## config.mk

```make
export PLATFORM = sky130hd
export DESIGN_NAME = fsbc_top
export DESIGN_NICKNAME = d
export VERILOG_FILES = /design/src/hdl/fsbc_pkg.sv /design/src/hdl/fsbc_top.sv /design/src/hdl/fsbc_sync.sv /design/src/hdl/fsbc_fetch_route.sv
export SDC_FILE = /design/constraint.sdc
export NUM_CORES = 1
export LEC_CHECK = 0
export BUFFER_PORTS_ARGS = -buffer_cell sky130_fd_sc_hd__buf_4
export CAP_MARGIN = 10
export CORE_ASPECT_RATIO = 1.75
export CORE_MARGIN = 2
export CORE_UTILIZATION = 40
export CTS_CLUSTER_SIZE = 28
export DETAILED_ROUTE_END_ITERATION = 7
export HOLD_SLACK_MARGIN = 0.08
export PLACE_DENSITY_LB_ADDON = 0.2
export SYNTH_ARGS = -nofsm -noshare
export SYNTH_HDL_FRONTEND = slang
export SYNTH_SLANG_ARGS = --single-unit
```

## constraint.sdc

```tcl
create_clock -name core_clk -period 2.2 [get_ports core_clk]
set_clock_uncertainty 0.2 [all_clocks]
set_input_delay 0.22 -clock core_clk [delete_from_list [all_inputs] [get_ports core_clk]]
set_output_delay 0.22 -clock core_clk [all_outputs]
set_load 0.02 [all_outputs]
```

## src/hdl/fsbc_pkg.sv

```systemverilog
// Shared constants, types and decode functions for the flash security block
package fsbc_pkg;

  // Hardware security byte as delivered and after chip erase
  localparam logic [7:0]  HSB_DELIVERED = 8'hB8;
  localparam logic [7:0]  HSB_ERASED    = 8'hFF;
  // Field positions inside the hardware security byte
  localparam int          HSB_SPEED_BIT = 7;
  localparam int          HSB_BOOT_BIT  = 6;
  localparam int          HSB_OSC_HI    = 5;
  localparam int          HSB_OSC_LO    = 4;
  // Extra array copies after reset
  localparam logic [7:0]  SBV_RST       = 8'hFC;
  localparam logic [7:0]  HSBC_RST      = 8'hB8;
  localparam logic [7:0]  BSB_RST       = 8'hFF;
  localparam logic [7:0]  SSB_RST       = 8'hFF;
  localparam logic [5:0]  SSB_RSVD      = 6'h3F;
  // Extra array index map
  localparam logic [2:0]  XAF_SBV       = 3'h0;
  localparam logic [2:0]  XAF_HSBC      = 3'h1;
  localparam logic [2:0]  XAF_BSB       = 3'h2;
  localparam logic [2:0]  XAF_SSB       = 3'h3;
  // Boot addresses
  localparam logic [15:0] BOOT_APP      = 16'h0000;
  localparam logic [15:0] BOOT_LOADER   = 16'hF400;
  // Last internal address of each part size
  localparam logic [15:0] TOP_16K       = 16'h3FFF;
  localparam logic [15:0] TOP_32K       = 16'h7FFF;

  // Protection levels one to four
  typedef enum logic [1:0] {FSBC_LVL1, FSBC_LVL2, FSBC_LVL3, FSBC_LVL4} fsbc_level_t;

  // Parallel programmer commands
  typedef enum logic [3:0] {
    PP_READ_FLASH, PP_PROG_FLASH, PP_PROG_EEPROM, PP_READ_ID, PP_CHIP_ERASE,
    PP_PROG_HSB, PP_READ_HSB, PP_READ_XAF, PP_PROG_XAF
  } fsbc_pp_cmd_t;

  // In-system programming commands
  typedef enum logic [1:0] {ISP_PROG_FLASH, ISP_VERIFY, ISP_READ_XAF, ISP_PROG_XAF} fsbc_isp_cmd_t;

  // Hardware lock bits to level; a zero bit is programmed, highest wins
  function automatic fsbc_level_t fsbc_hw_level(input logic [2:0] lb);
    if (!lb[2])      return FSBC_LVL4;
    else if (!lb[1]) return FSBC_LVL3;
    else if (!lb[0]) return FSBC_LVL2;
    else             return FSBC_LVL1;
  endfunction

  // Software lock bits to level
  function automatic fsbc_level_t fsbc_sw_level(input logic [1:0] lb);
    if (!lb[1])      return FSBC_LVL3;
    else if (!lb[0]) return FSBC_LVL2;
    else             return FSBC_LVL1;
  endfunction

endpackage

```

## src/hdl/fsbc_top.sv

```systemverilog
// Security byte, lock levels, programming gates and fetch routing
`timescale 1ns/10ps

// Notes on behaviour
// - Boot at 0000h if jump bit set, else F400h
// - Delivered byte: loader boot, standard, 32 MHz, level 4
// - Lock bits one unprogrammed; all unprogrammed is level 1
// - Level 2: hide internal bytes, latch pin, no parallel programming
// - Level 3: adds no parallel verify, no serial programming
// - Level 4: adds no external execution
// - Chip erase clears flash and security byte
// - Part identity readable at every level
// - Hardware locks govern parallel, and serial loader programming from level 3; software byte IN_SYSTEM_PROGRAMMING
// - Extra array defaults FCh, B8h, FFh
// - Software byte: locks in bits 1-0, reserved kept
// - Software level 2 refuses IN_SYSTEM_PROGRAMMING programming
// - Software level 3 also refuses IN_SYSTEM_PROGRAMMING verify
// - Pin high: internal, external above part top
// - Pin low: every fetch external
// - Clock-mode bit clear selects six clocks
module fsbc_top
  import fsbc_pkg::*;
#(
  parameter logic        LARGE_PART = 1'b1,          // 32K part when set
  parameter logic [31:0] ID_BYTES   = 32'h1234_5678  // Arbitrary identity bytes
)(
  input  wire logic          core_clk,
  input  wire logic          reset_n,
  input  wire logic          resample_req,
  input  wire logic          external_access_pin,
  input  wire logic          fetch_req,
  input  wire logic [15:0]   fetch_pc,
  input  wire logic          code_read_req,
  input  wire logic [15:0]   code_read_addr,
  input  wire logic          code_read_from_ext,
  input  wire logic          pp_req,
  input  wire fsbc_pp_cmd_t  pp_cmd,
  input  wire logic [2:0]    pp_index,
  input  wire logic [7:0]    pp_wdata,
  input  wire logic          isp_req,
  input  wire fsbc_isp_cmd_t isp_cmd,
  input  wire logic          isp_api,
  input  wire logic [2:0]    isp_index,
  input  wire logic [7:0]    isp_wdata,
  output logic               pp_done,
  output logic               pp_grant,
  output logic               pp_refused,
  output logic [7:0]         pp_rdata,
  output logic               isp_done,
  output logic               isp_grant,
  output logic               isp_refused,
  output logic [7:0]         isp_rdata,
  output logic               fetch_external,
  output logic               fetch_denied,
  output logic               code_read_denied,
  output logic [15:0]        boot_addr,
  output logic               double_speed_select,
  output logic [1:0]         oscillator_range,
  output logic [1:0]         protection_level
);

  // Whole state of the block
  typedef struct packed {
    logic        sampled;      // Level taken since reset
    fsbc_level_t level;        // Held protection level
    logic        ea_latch;     // Pin value caught at sampling
    logic [15:0] boot_addr;    // Start address chosen at sampling
    logic [7:0]  hardware_security_copy;          // Hardware security byte
    logic [7:0]  boot_vector_copy;          // Boot vector copy
    logic [7:0]  hsbc;         // Security byte copy
    logic [7:0]  boot_status_byte;          // Boot status byte
    logic [7:0]  software_lock_byte;          // Software lock byte
    logic        pp_done;
    logic        pp_grant;
    logic        pp_refused;
    logic [7:0]  pp_rdata;
    logic        isp_done;
    logic        isp_grant;
    logic        isp_refused;
    logic [7:0]  isp_rdata;
    logic        fetch_external;
    logic        fetch_denied;
    logic        code_read_denied;
  } fsbc_state_t;

  // Reset image; storage comes up as a delivered part
  localparam fsbc_state_t STATE_RST = '{
    level: FSBC_LVL4, boot_addr: BOOT_LOADER,
    hardware_security_copy: HSB_DELIVERED,
    boot_vector_copy: SBV_RST, hsbc: HSBC_RST, boot_status_byte: BSB_RST, software_lock_byte: SSB_RST,
    default: '0};

  fsbc_state_t q;          // Registered state
  fsbc_state_t n;          // Next state
  logic        ea_sync;    // Synchronised pin
  logic        ea_high;    // Pin as the fetch logic sees it
  logic        go_ext;     // Fetch goes outside
  logic        exec_denied;
  logic        read_denied;
  fsbc_level_t sw_lvl;     // Software lock level
  logic        ok;         // Command allowed

  // Pin arrives asynchronously
  fsbc_sync u_ea_sync (
    .core_clk (core_clk),
    .reset_n  (reset_n),
    .pin_in   (external_access_pin),
    .pin_sync (ea_sync)
  );

  // Locked parts use the pin value caught at sampling
  assign ea_high = (q.level != FSBC_LVL1) ? q.ea_latch : ea_sync;
  assign sw_lvl  = fsbc_sw_level(q.software_lock_byte[1:0]);

  fsbc_fetch_route u_route (
    .ea_high            (ea_high),
    .level              (q.level),
    .large_part         (LARGE_PART),
    .fetch_pc           (fetch_pc),
    .code_read_addr     (code_read_addr),
    .code_read_from_ext (code_read_from_ext),
    .go_external        (go_ext),
    .exec_denied        (exec_denied),
    .read_denied        (read_denied)
  );

  // Extra array and identity read, shared by both programming paths
  function automatic logic [7:0] xaf_rd(input fsbc_state_t s, input logic [2:0] i);
    unique case (i)
      XAF_SBV:  return s.boot_vector_copy;
      XAF_HSBC: return s.hsbc;
      XAF_BSB:  return s.boot_status_byte;
      XAF_SSB:  return s.software_lock_byte;
      default:  return ID_BYTES[{i[1:0], 3'b000} +: 8];
    endcase
  endfunction

  // Extra array write; identity bytes are read only
  function automatic fsbc_state_t xaf_wr(input fsbc_state_t s, input logic [2:0] i,
                                        input logic [7:0] d);
    fsbc_state_t r;
    r = s;
    unique case (i)
      XAF_SBV:  r.boot_vector_copy = d;
      XAF_HSBC: r.hsbc = d;
      XAF_BSB:  r.boot_status_byte = d;
      // Reserved bits stay one; lock bits can only be programmed
      XAF_SSB:  r.software_lock_byte = {SSB_RSVD, s.software_lock_byte[1:0] & d[1:0]};
      default:  r = s;
    endcase
    return r;
  endfunction

  // Next state: sampling, command gates, fetch routing
  always_comb
  begin
    n = q;
    ok = 1'b0;
    n.pp_done = 1'b0;
    n.pp_grant = 1'b0;
    n.pp_refused = 1'b0;
    n.isp_done = 1'b0;
    n.isp_grant = 1'b0;
    n.isp_refused = 1'b0;
    // Fetch answers every cycle, one cycle late
    n.fetch_external = fetch_req & go_ext;
    n.fetch_denied = fetch_req & exec_denied;
    n.code_read_denied = code_read_req & read_denied;
    if (!q.sampled)
    begin
      // First edge after reset: freeze level, pin and boot address
      n.sampled = 1'b1;
      n.level = fsbc_hw_level(q.hardware_security_copy[2:0]);
      n.ea_latch = ea_sync;
      n.boot_addr = q.hardware_security_copy[HSB_BOOT_BIT] ? BOOT_APP : BOOT_LOADER;
    end
    else
    begin
      // In-system path, governed by the software byte
      if (isp_req)
      begin
        n.isp_done = 1'b1;
        unique case (isp_cmd)
          ISP_PROG_FLASH:
          begin
            // Serial loader also blocked from hardware level 3; API is not
            ok = (sw_lvl == FSBC_LVL1) &&
                 (isp_api || q.level < FSBC_LVL3);
          end
          ISP_VERIFY:   ok = (sw_lvl != FSBC_LVL3);
          ISP_READ_XAF:
          begin
            ok = 1'b1;
            n.isp_rdata = xaf_rd(q, isp_index);
          end
          ISP_PROG_XAF:
          begin
            ok = 1'b1;
            n = xaf_wr(n, isp_index, isp_wdata);
          end
        endcase
        n.isp_grant = ok;
        n.isp_refused = !ok;
      end
      // Parallel path, governed by the hardware level; wins on a clash
      if (pp_req)
      begin
        n.pp_done = 1'b1;
        ok = 1'b1;
        unique case (pp_cmd)
          PP_READ_FLASH:  ok = (q.level < FSBC_LVL3);
          PP_PROG_FLASH,
          PP_PROG_EEPROM: ok = (q.level == FSBC_LVL1);
          PP_READ_ID:     n.pp_rdata = xaf_rd(q, {1'b1, pp_index[1:0]});
          PP_CHIP_ERASE:
          begin
            // Erase unlocks everything at once
            n.hardware_security_copy = HSB_ERASED;
            n.level = FSBC_LVL1;
            n.software_lock_byte = SSB_RST;
          end
          PP_PROG_HSB:    n.hardware_security_copy = q.hardware_security_copy & pp_wdata; // Boot and lock bits take effect next sample; clock and oscillator bits at once
          PP_READ_HSB:    n.pp_rdata = q.hardware_security_copy;
          PP_READ_XAF:    n.pp_rdata = xaf_rd(q, pp_index);
          PP_PROG_XAF:    n = xaf_wr(n, pp_index, pp_wdata);
          default:        ok = 1'b0;
        endcase
        n.pp_done = 1'b1;
        n.pp_grant = ok;
        n.pp_refused = !ok;
      end
      // Warm restart re-samples the stored byte
      if (resample_req)
        n.sampled = 1'b0;
    end
  end

  // Single state register
  always_ff @(posedge core_clk or negedge reset_n)
  begin
    if (!reset_n)
      q <= STATE_RST;
    else
      q <= n;
  end

  // Outputs straight from the state register
  assign pp_done = q.pp_done;
  assign pp_grant = q.pp_grant;
  assign pp_refused = q.pp_refused;
  assign pp_rdata = q.pp_rdata;
  assign isp_done = q.isp_done;
  assign isp_grant = q.isp_grant;
  assign isp_refused = q.isp_refused;
  assign isp_rdata = q.isp_rdata;
  assign fetch_external = q.fetch_external;
  assign fetch_denied = q.fetch_denied;
  assign code_read_denied = q.code_read_denied;
  assign boot_addr = q.boot_addr;
  assign double_speed_select = !q.hardware_security_copy[HSB_SPEED_BIT];
  assign oscillator_range = q.hardware_security_copy[HSB_OSC_HI:HSB_OSC_LO];
  assign protection_level = q.level;
endmodule // fsbc_top

```

## src/hdl/fsbc_sync.sv

```systemverilog
// Two-stage synchroniser for a level arriving from a pin
`timescale 1ns/10ps
module fsbc_sync
  import fsbc_pkg::*;
(
  input  wire logic core_clk,
  input  wire logic reset_n,
  input  wire logic pin_in,
  output logic      pin_sync
);

  // Both stages in one state word
  typedef struct packed {
    logic s1;
    logic s2;
  } fsbc_sync_t;

  fsbc_sync_t st_q;
  fsbc_sync_t st_d;

  // First stage feeds only the second
  always_comb
  begin
    st_d    = st_q;
    st_d.s1 = pin_in;
    st_d.s2 = st_q.s1;
  end

  // Register the stages
  always_ff @(posedge core_clk or negedge reset_n)
  begin
    // Reset to the pin's idle high level, so the level latched on the
    // first edge after reset matches an undriven internal-fetch setup
    if (!reset_n)
      st_q <= '1;
    else
      st_q <= st_d;
  end

  assign pin_sync = st_q.s2;

endmodule // fsbc_sync

```

## src/hdl/fsbc_fetch_route.sv

```systemverilog
// Splits program fetches between internal flash and external memory
`timescale 1ns/10ps
module fsbc_fetch_route
  import fsbc_pkg::*;
(
  input  wire logic        ea_high,
  input  wire fsbc_level_t level,
  input  wire logic        large_part,
  input  wire logic [15:0] fetch_pc,
  input  wire logic [15:0] code_read_addr,
  input  wire logic        code_read_from_ext,
  output logic             go_external,
  output logic             exec_denied,
  output logic             read_denied
);

  logic [15:0] top_addr;  // Last internal address

  // Pick the part size boundary
  always_comb
  begin
    top_addr = large_part ? TOP_32K : TOP_16K;
  end

  // Low pin forces external; otherwise past the top goes external
  assign go_external = !ea_high || (fetch_pc > top_addr);
  // Top level forbids any external execution
  assign exec_denied = go_external && (level == FSBC_LVL4);
  // Above level one, code reads run from outside may not see internal bytes
  assign read_denied = code_read_from_ext && (level != FSBC_LVL1) &&
                       (code_read_addr <= top_addr) && ea_high;

endmodule // fsbc_fetch_route

```

Yosys cells after proc, flatten, opt, wreduce, memory -nomap -nowiden
Cells that the tools add are included.
W data, S select, Z words.

storage, ports and cells
  memories kept = 0
  bits in read-only memories = 0
  register bits = 87
  output and inout bits = 46
  RAM bits = 0
  bits in latches = 0

operators by class
  $lt $le $gt $ge = 3
  mux-type cells = 36
  add/sub/neg operators = 0
  div/mod/pow operators = 0
  eq/ne operators = 19
  multipliers = 0
  bitwise logic cells = 6
  reduce and logical (&&, ||, !) cells = 21
  shift-type cells = 2

operators with widths
  kind                       number
  $mux W85                   1
  $mux W84                   1
  $mux W8                    9
  $pmux W8 S4                2
  $shiftx A32 B6 Y8 const A  2
  $mux W57                   1
  $mux W46                   1
  $pmux W8 S2                2
  $mux W25                   1
  $mux W24                   1
  $pmux W8 S3                1
  $mux W20                   1
  $eq A4 B3 Y1 const B       4
  $gt A16 B15 Y1 const B     1
  $le A16 B15 Y1 const B     1
  $mux W16                   1
  $eq A3 B2 Y1 const B       4
  $and A8 B8 Y8              1
  $eq A4 B2 Y1 const B       2
  $mux W1                    8
  $mux W2                    4
  $eq A2 B2 Y1 const B       3
  $eq A3 B1 Y1 const B       2
  $logic_not A2 Y1           3
  16 further kinds           30

Logic depth before layout (Yosys ltp)
  depth in word-level cells = 15
  gate-level depth with buffers = 8

By module
A second synthesis with hierarchy kept.

second synthesis, totals
  cells, all modules = 439
  area total of the unflattened synthesis = 4301.6 um^2

by module, submodules not included
  module            times used  seq. area each (um^2)  area each (um^2)  cells each
  fsbc_top          1           1793.0                 4110.2            417
  fsbc_fetch_route  1           0.0                    138.9             20
  fsbc_sync         1           52.6                   52.6              2

Least setup slack after synthesis
Ideal clock, no wire load.

  path type = in2reg
  start point = input pp_index[1]
  end point = register q (netlist bit pp_rdata[6])
  stages = 7
  library setup time = 126 ps
  arrival time = 1758 ps
  data required time = 1874 ps
  slack = 116 ps
  path through = inv_1 -> ha_1 -> buf_2 -> nor4_1 -> or2_2 -> o21ai_0 -> a221o_1

on the way
  longest elaborated chain between the ends = 4
  elaborated cells between the ends (all ways) = 8

ends and longest elaborated chain
  element                                    line             text
  start: declaration                         fsbc_top.sv:38   input wire logic [2:0] pp_index,
  $shiftx A32 B6 Y8 (tied with other cells)  fsbc_top.sv:134  default: return ID_BYTES[{i[1:0], 3'b000} +: 8];
  $pmux W8 S4                                fsbc_top.sv:129  unique case (i)
  $pmux W8 S3 (*)                            fsbc_top.sv:210  unique case (pp_cmd)
  $mux W84 (*)                               fsbc_top.sv:206  if (pp_req)
  end signal: assignment                     fsbc_top.sv:244  q <= n;
  end: declaration                           fsbc_top.sv:93   fsbc_state_t q;

Mark *: on every way between the ends. The rest lies on a longest branch, timed or not.
A chain may end at the register's enable or synchronous reset.

Worst setup path after layout
  start point = input pp_req
  end point = register q[30] (netlist bit)

on the way
  longest elaborated chain between the ends = 1

ends and longest elaborated chain
  element             line             text
  start: declaration  fsbc_top.sv:36   input wire logic pp_req,
  $mux W84            fsbc_top.sv:206

No other way between the ends.

==> insert_results.sql <==
INSERT INTO impl_metrics (metric_group, metric, value, unit) VALUES
('place', 'numPortBuffers', '74', ''),
('die', 'floorplan.initialDensity', '40.86', '%'),
('critical_path', 'setup.worst_path.class', 'in -> reg', ''),
('synthesis', 'netlist.top_cell.by_area', 'dfrtp_1', ''),
('synthesis', 'yosys.area.top_type_share', '23.15', '%'),
('timing', 'setup_repair_after_global_routing_missed_its_margin', 'false', ''),
('synthesis', 'synthAdderAreaFrac', '2.502', '%'),
('synthesis', 'synth-edff-count', '0', ''),
('synthesis', 'synth_area', '4000', 'um2'),
('timing', 'setup-violations-final', '0', ''),
('final_layout', 'area_growth', '29.65', '%'),
('timing', 'min_period_over_period', '96.27', '%'),
('synthesis', 'yosysSeqAreaShare', '46.14', '%'),
('clock_network', 'cts_root_buf', 'clkbuf_16', ''),
('final_layout', 'antenna_cells_inserted', '0', ''),
('die', 'die_y', '136.3', 'um'),
('power_and_ir_drop', 'power.leakage', '2.370', 'nW'),
('die', 'rows', '48', ''),
('routing', 'via_density_per_instance', '5.656', ''),
('grt', 'grt.met3_usage', '4.382', '%'),
('synthesis', 'postSynth.asyncResetShare', '100.0', '%'),
('timing', 'timing.max_slew.rel_slack', '56.06', '%'),
('synthesis', 'synth_mux_area_share', '1.095', '%'),
('power_and_ir_drop', 'power.ir.vdd_worst', '0.5423', 'mV'),
('grt', 'grt_use_met2', '38.47', '%'),
('timing', 'timing.final.max_slew_violations', '0', ''),
('timing', 'worstMarginPinSlew', '0.6592', 'ns'),
('final_layout', 'mostFrequentLayoutCells', '92 x buf_4, 48 x a22oi_1, 37 x dfrtp_1', ''),
('final_layout', 'drive_above_1_share', '31.47', '%'),
('synthesis', 'synth-seq-cells', '72', ''),
('final_layout', 'multi_input_area', '1698', 'um2'),
('critical_path', 'critical_path.max_fanout', '8', ''),
('final_layout', 'num-nets-final', '575', ''),
('die', 'placeableCoreArea', '9789', 'um2'),
('power_and_ir_drop', 'power_density', '884.2', 'nW/um2'),
('routing', 'via_count', '3546', ''),
('grt', 'via_count_of_the_first_global_routing_pass', '3536', ''),
('status', 'outcome', 'completed', ''),
('routing', 'drt_first_pass_iters', '6', ''),
('grt', 'grt_most_used_layer', 'met2', ''),
('synthesis', 'syn_avg_cell_area', '9.685', 'um2'),
('power_and_ir_drop', 'power', '0.004586', 'W'),
('synthesis', 'synthesis.instances', '413', ''),
('synthesis', 'synth_simple_gate_area_share', '11.60', '%'),
('grt', 'global_route.overflow_total', '0', ''),
('synthesis', 'share_of_the_synthesized_area_in_compound_gates_ao_oa_aoi_oai', '26.09', '%'),
('routing', 'detail_route.wirelength', '11830', 'um'),
('clock_network', 'tritoncts_clock_tree', 'done', ''),
('synthesis', 'xor_xnor_portion_of_the_synthesized_cell_area', '0', '%'),
('clock_network', 'worst_skew_pair.late_latency', '0.34', 'ns'),
('critical_path', 'crit_arrival', '2.20', 'ns'),
('place', 'gp_congestion', '0.9352', ''),
('clock_network', 'h_tree_levels', '3', ''),
('routing', 'detail-route-antenna-nets', '0', ''),
('die', 'floorplan.io_pins', '116', ''),
('run', 'drv.max_cap_violation_count', '0', ''),
('place', 'placed_cell_area', '4526', 'um2'),
('final_layout', 'final_common_cell', 'buf_4', ''),
('die', 'die_width', '79.60', 'um'),
('synthesis', 'dominant_combinational_cell_family_by_area_after_synthesis', 'compound AO/OA/AOI/OAI gates', ''),
('clock_network', 'cts.reportedPaths.clkPinSlew', '0.06', 'ns'),
('timing', 'tns', '0', 'ns'),
('grt', 'number_of_antenna_violations_at_the_first_check_in_global_routing', '0', ''),
('final_layout', 'fin_util', '52.98', '%'),
('routing', 'routed_wire_length_per_instance', '18.86', 'um'),
('grt', 'globalRouteTotalUtil', '22.65', '%'),
('timing', 'min_period', '2.118', 'ns'),
('final_layout', 'post-route-cell-area', '5186', 'um2'),
('synthesis', 'synth_flop_cell', 'dfrtp_1', ''),
('clock_network', 'ctsLongestPathBuffers', '2', ''),
('clock_network', 'cts_inserted_buffers', '9', '');
## layout make-up
class | count | area share (%)
clock buffers | 9 | 4.343
clock inverters | 7 | 2.316
inverters | 32 | 2.316
multi-input cells | 258 | 32.74
flip-flops and latches | 72 | 35.59
well taps | 125 | 3.016
repair buffers | 124 | 19.69
## per-layer routing
layer,wire [um],vias to the layer above
li1,-,1634
met3,679,28
met1,4501,1736
met2,6041,148
met5,0,-
met4,604,0
## repair_timing
action,in CTS,in global routing
buffers inserted,0,0
endpoints found under the setup margin,0,16
hold endpoints to repair,78,0
resized for setup,0,2
hold buffers,31,0
## Yosys cell counts, types with 8 or more instances
library cell,n
buf_4,36
inv_1,32
nand2b_1,9
dfstp_2,35
nand2_1,30
a22oi_1,48
dfrtp_1,37
o21ai_0,24
a21oi_1,15
nor2_1,11
ha_1,8
clkbuf_1,18
o22ai_1,24
## critical path: stages
cell and delay [ns]:
dlygate4sd3_1 0.54, buf_4 0.11, or3b_4 0.42, or4_4 0.53, a31o_4 0.29, nand2b_1 0.09
## cells by family after synthesis
group,count (synthesis)
AO/OA/AOI/OAI,150
buffers and inverters,93
adder cells (fa/ha/maj),8
AND/OR/NAND/NOR,85
other,1
multiplexers,4
flip-flops,72
## path summary, 6_finish.rpt
check                                     from                  to  slack [ns]  cells past startpoint
setup / recovery                        pp_req               q[30]        0.08                      6
hold reg to reg              u_ea_sync.st_d[0]  u_ea_sync.pin_sync        0.16                      0
max in group asynchronous              reset_n               q[39]        0.92                      3
hold / removal                       pp_cmd[3]            pp_grant        0.12                      3
setup reg to reg           protection_level[1]        fetch_denied        0.14                      5
min in group asynchronous              reset_n    code_read_denied        0.22                      2
## report_power, final
group | internal (W) | total (W) | switching (W)
combinational | 0.000486 | 0.00103 | 0.000544
sequential | 0.00166 | 0.00188 | 0.000215
clock | 0.00111 | 0.00168 | 0.000570
total | 0.00326 | 0.00459 | 0.00133
## through the flow
step	std cells	setup slack (ns)	hold WS (ns)
2_1_floorplan	423	0.1158	-0.2756
3_3_place_gp	580	0.1604	0.05967
3_5_place_dp	580	0.1436	0.07046
4_1_cts	627	0.005887	0.1044
5_1_grt	627	0.03852	0.1151
6_report	627	0.08207	0.1153
## sequential cells by signal (all words and copies together) (netlist names), 2 cells and up
register / cells
protection_level: 2
pp_rdata: 8
q: 40
isp_rdata: 8
oscillator_range: 2
Note: power is estimated with default switching activity, not from simulation.
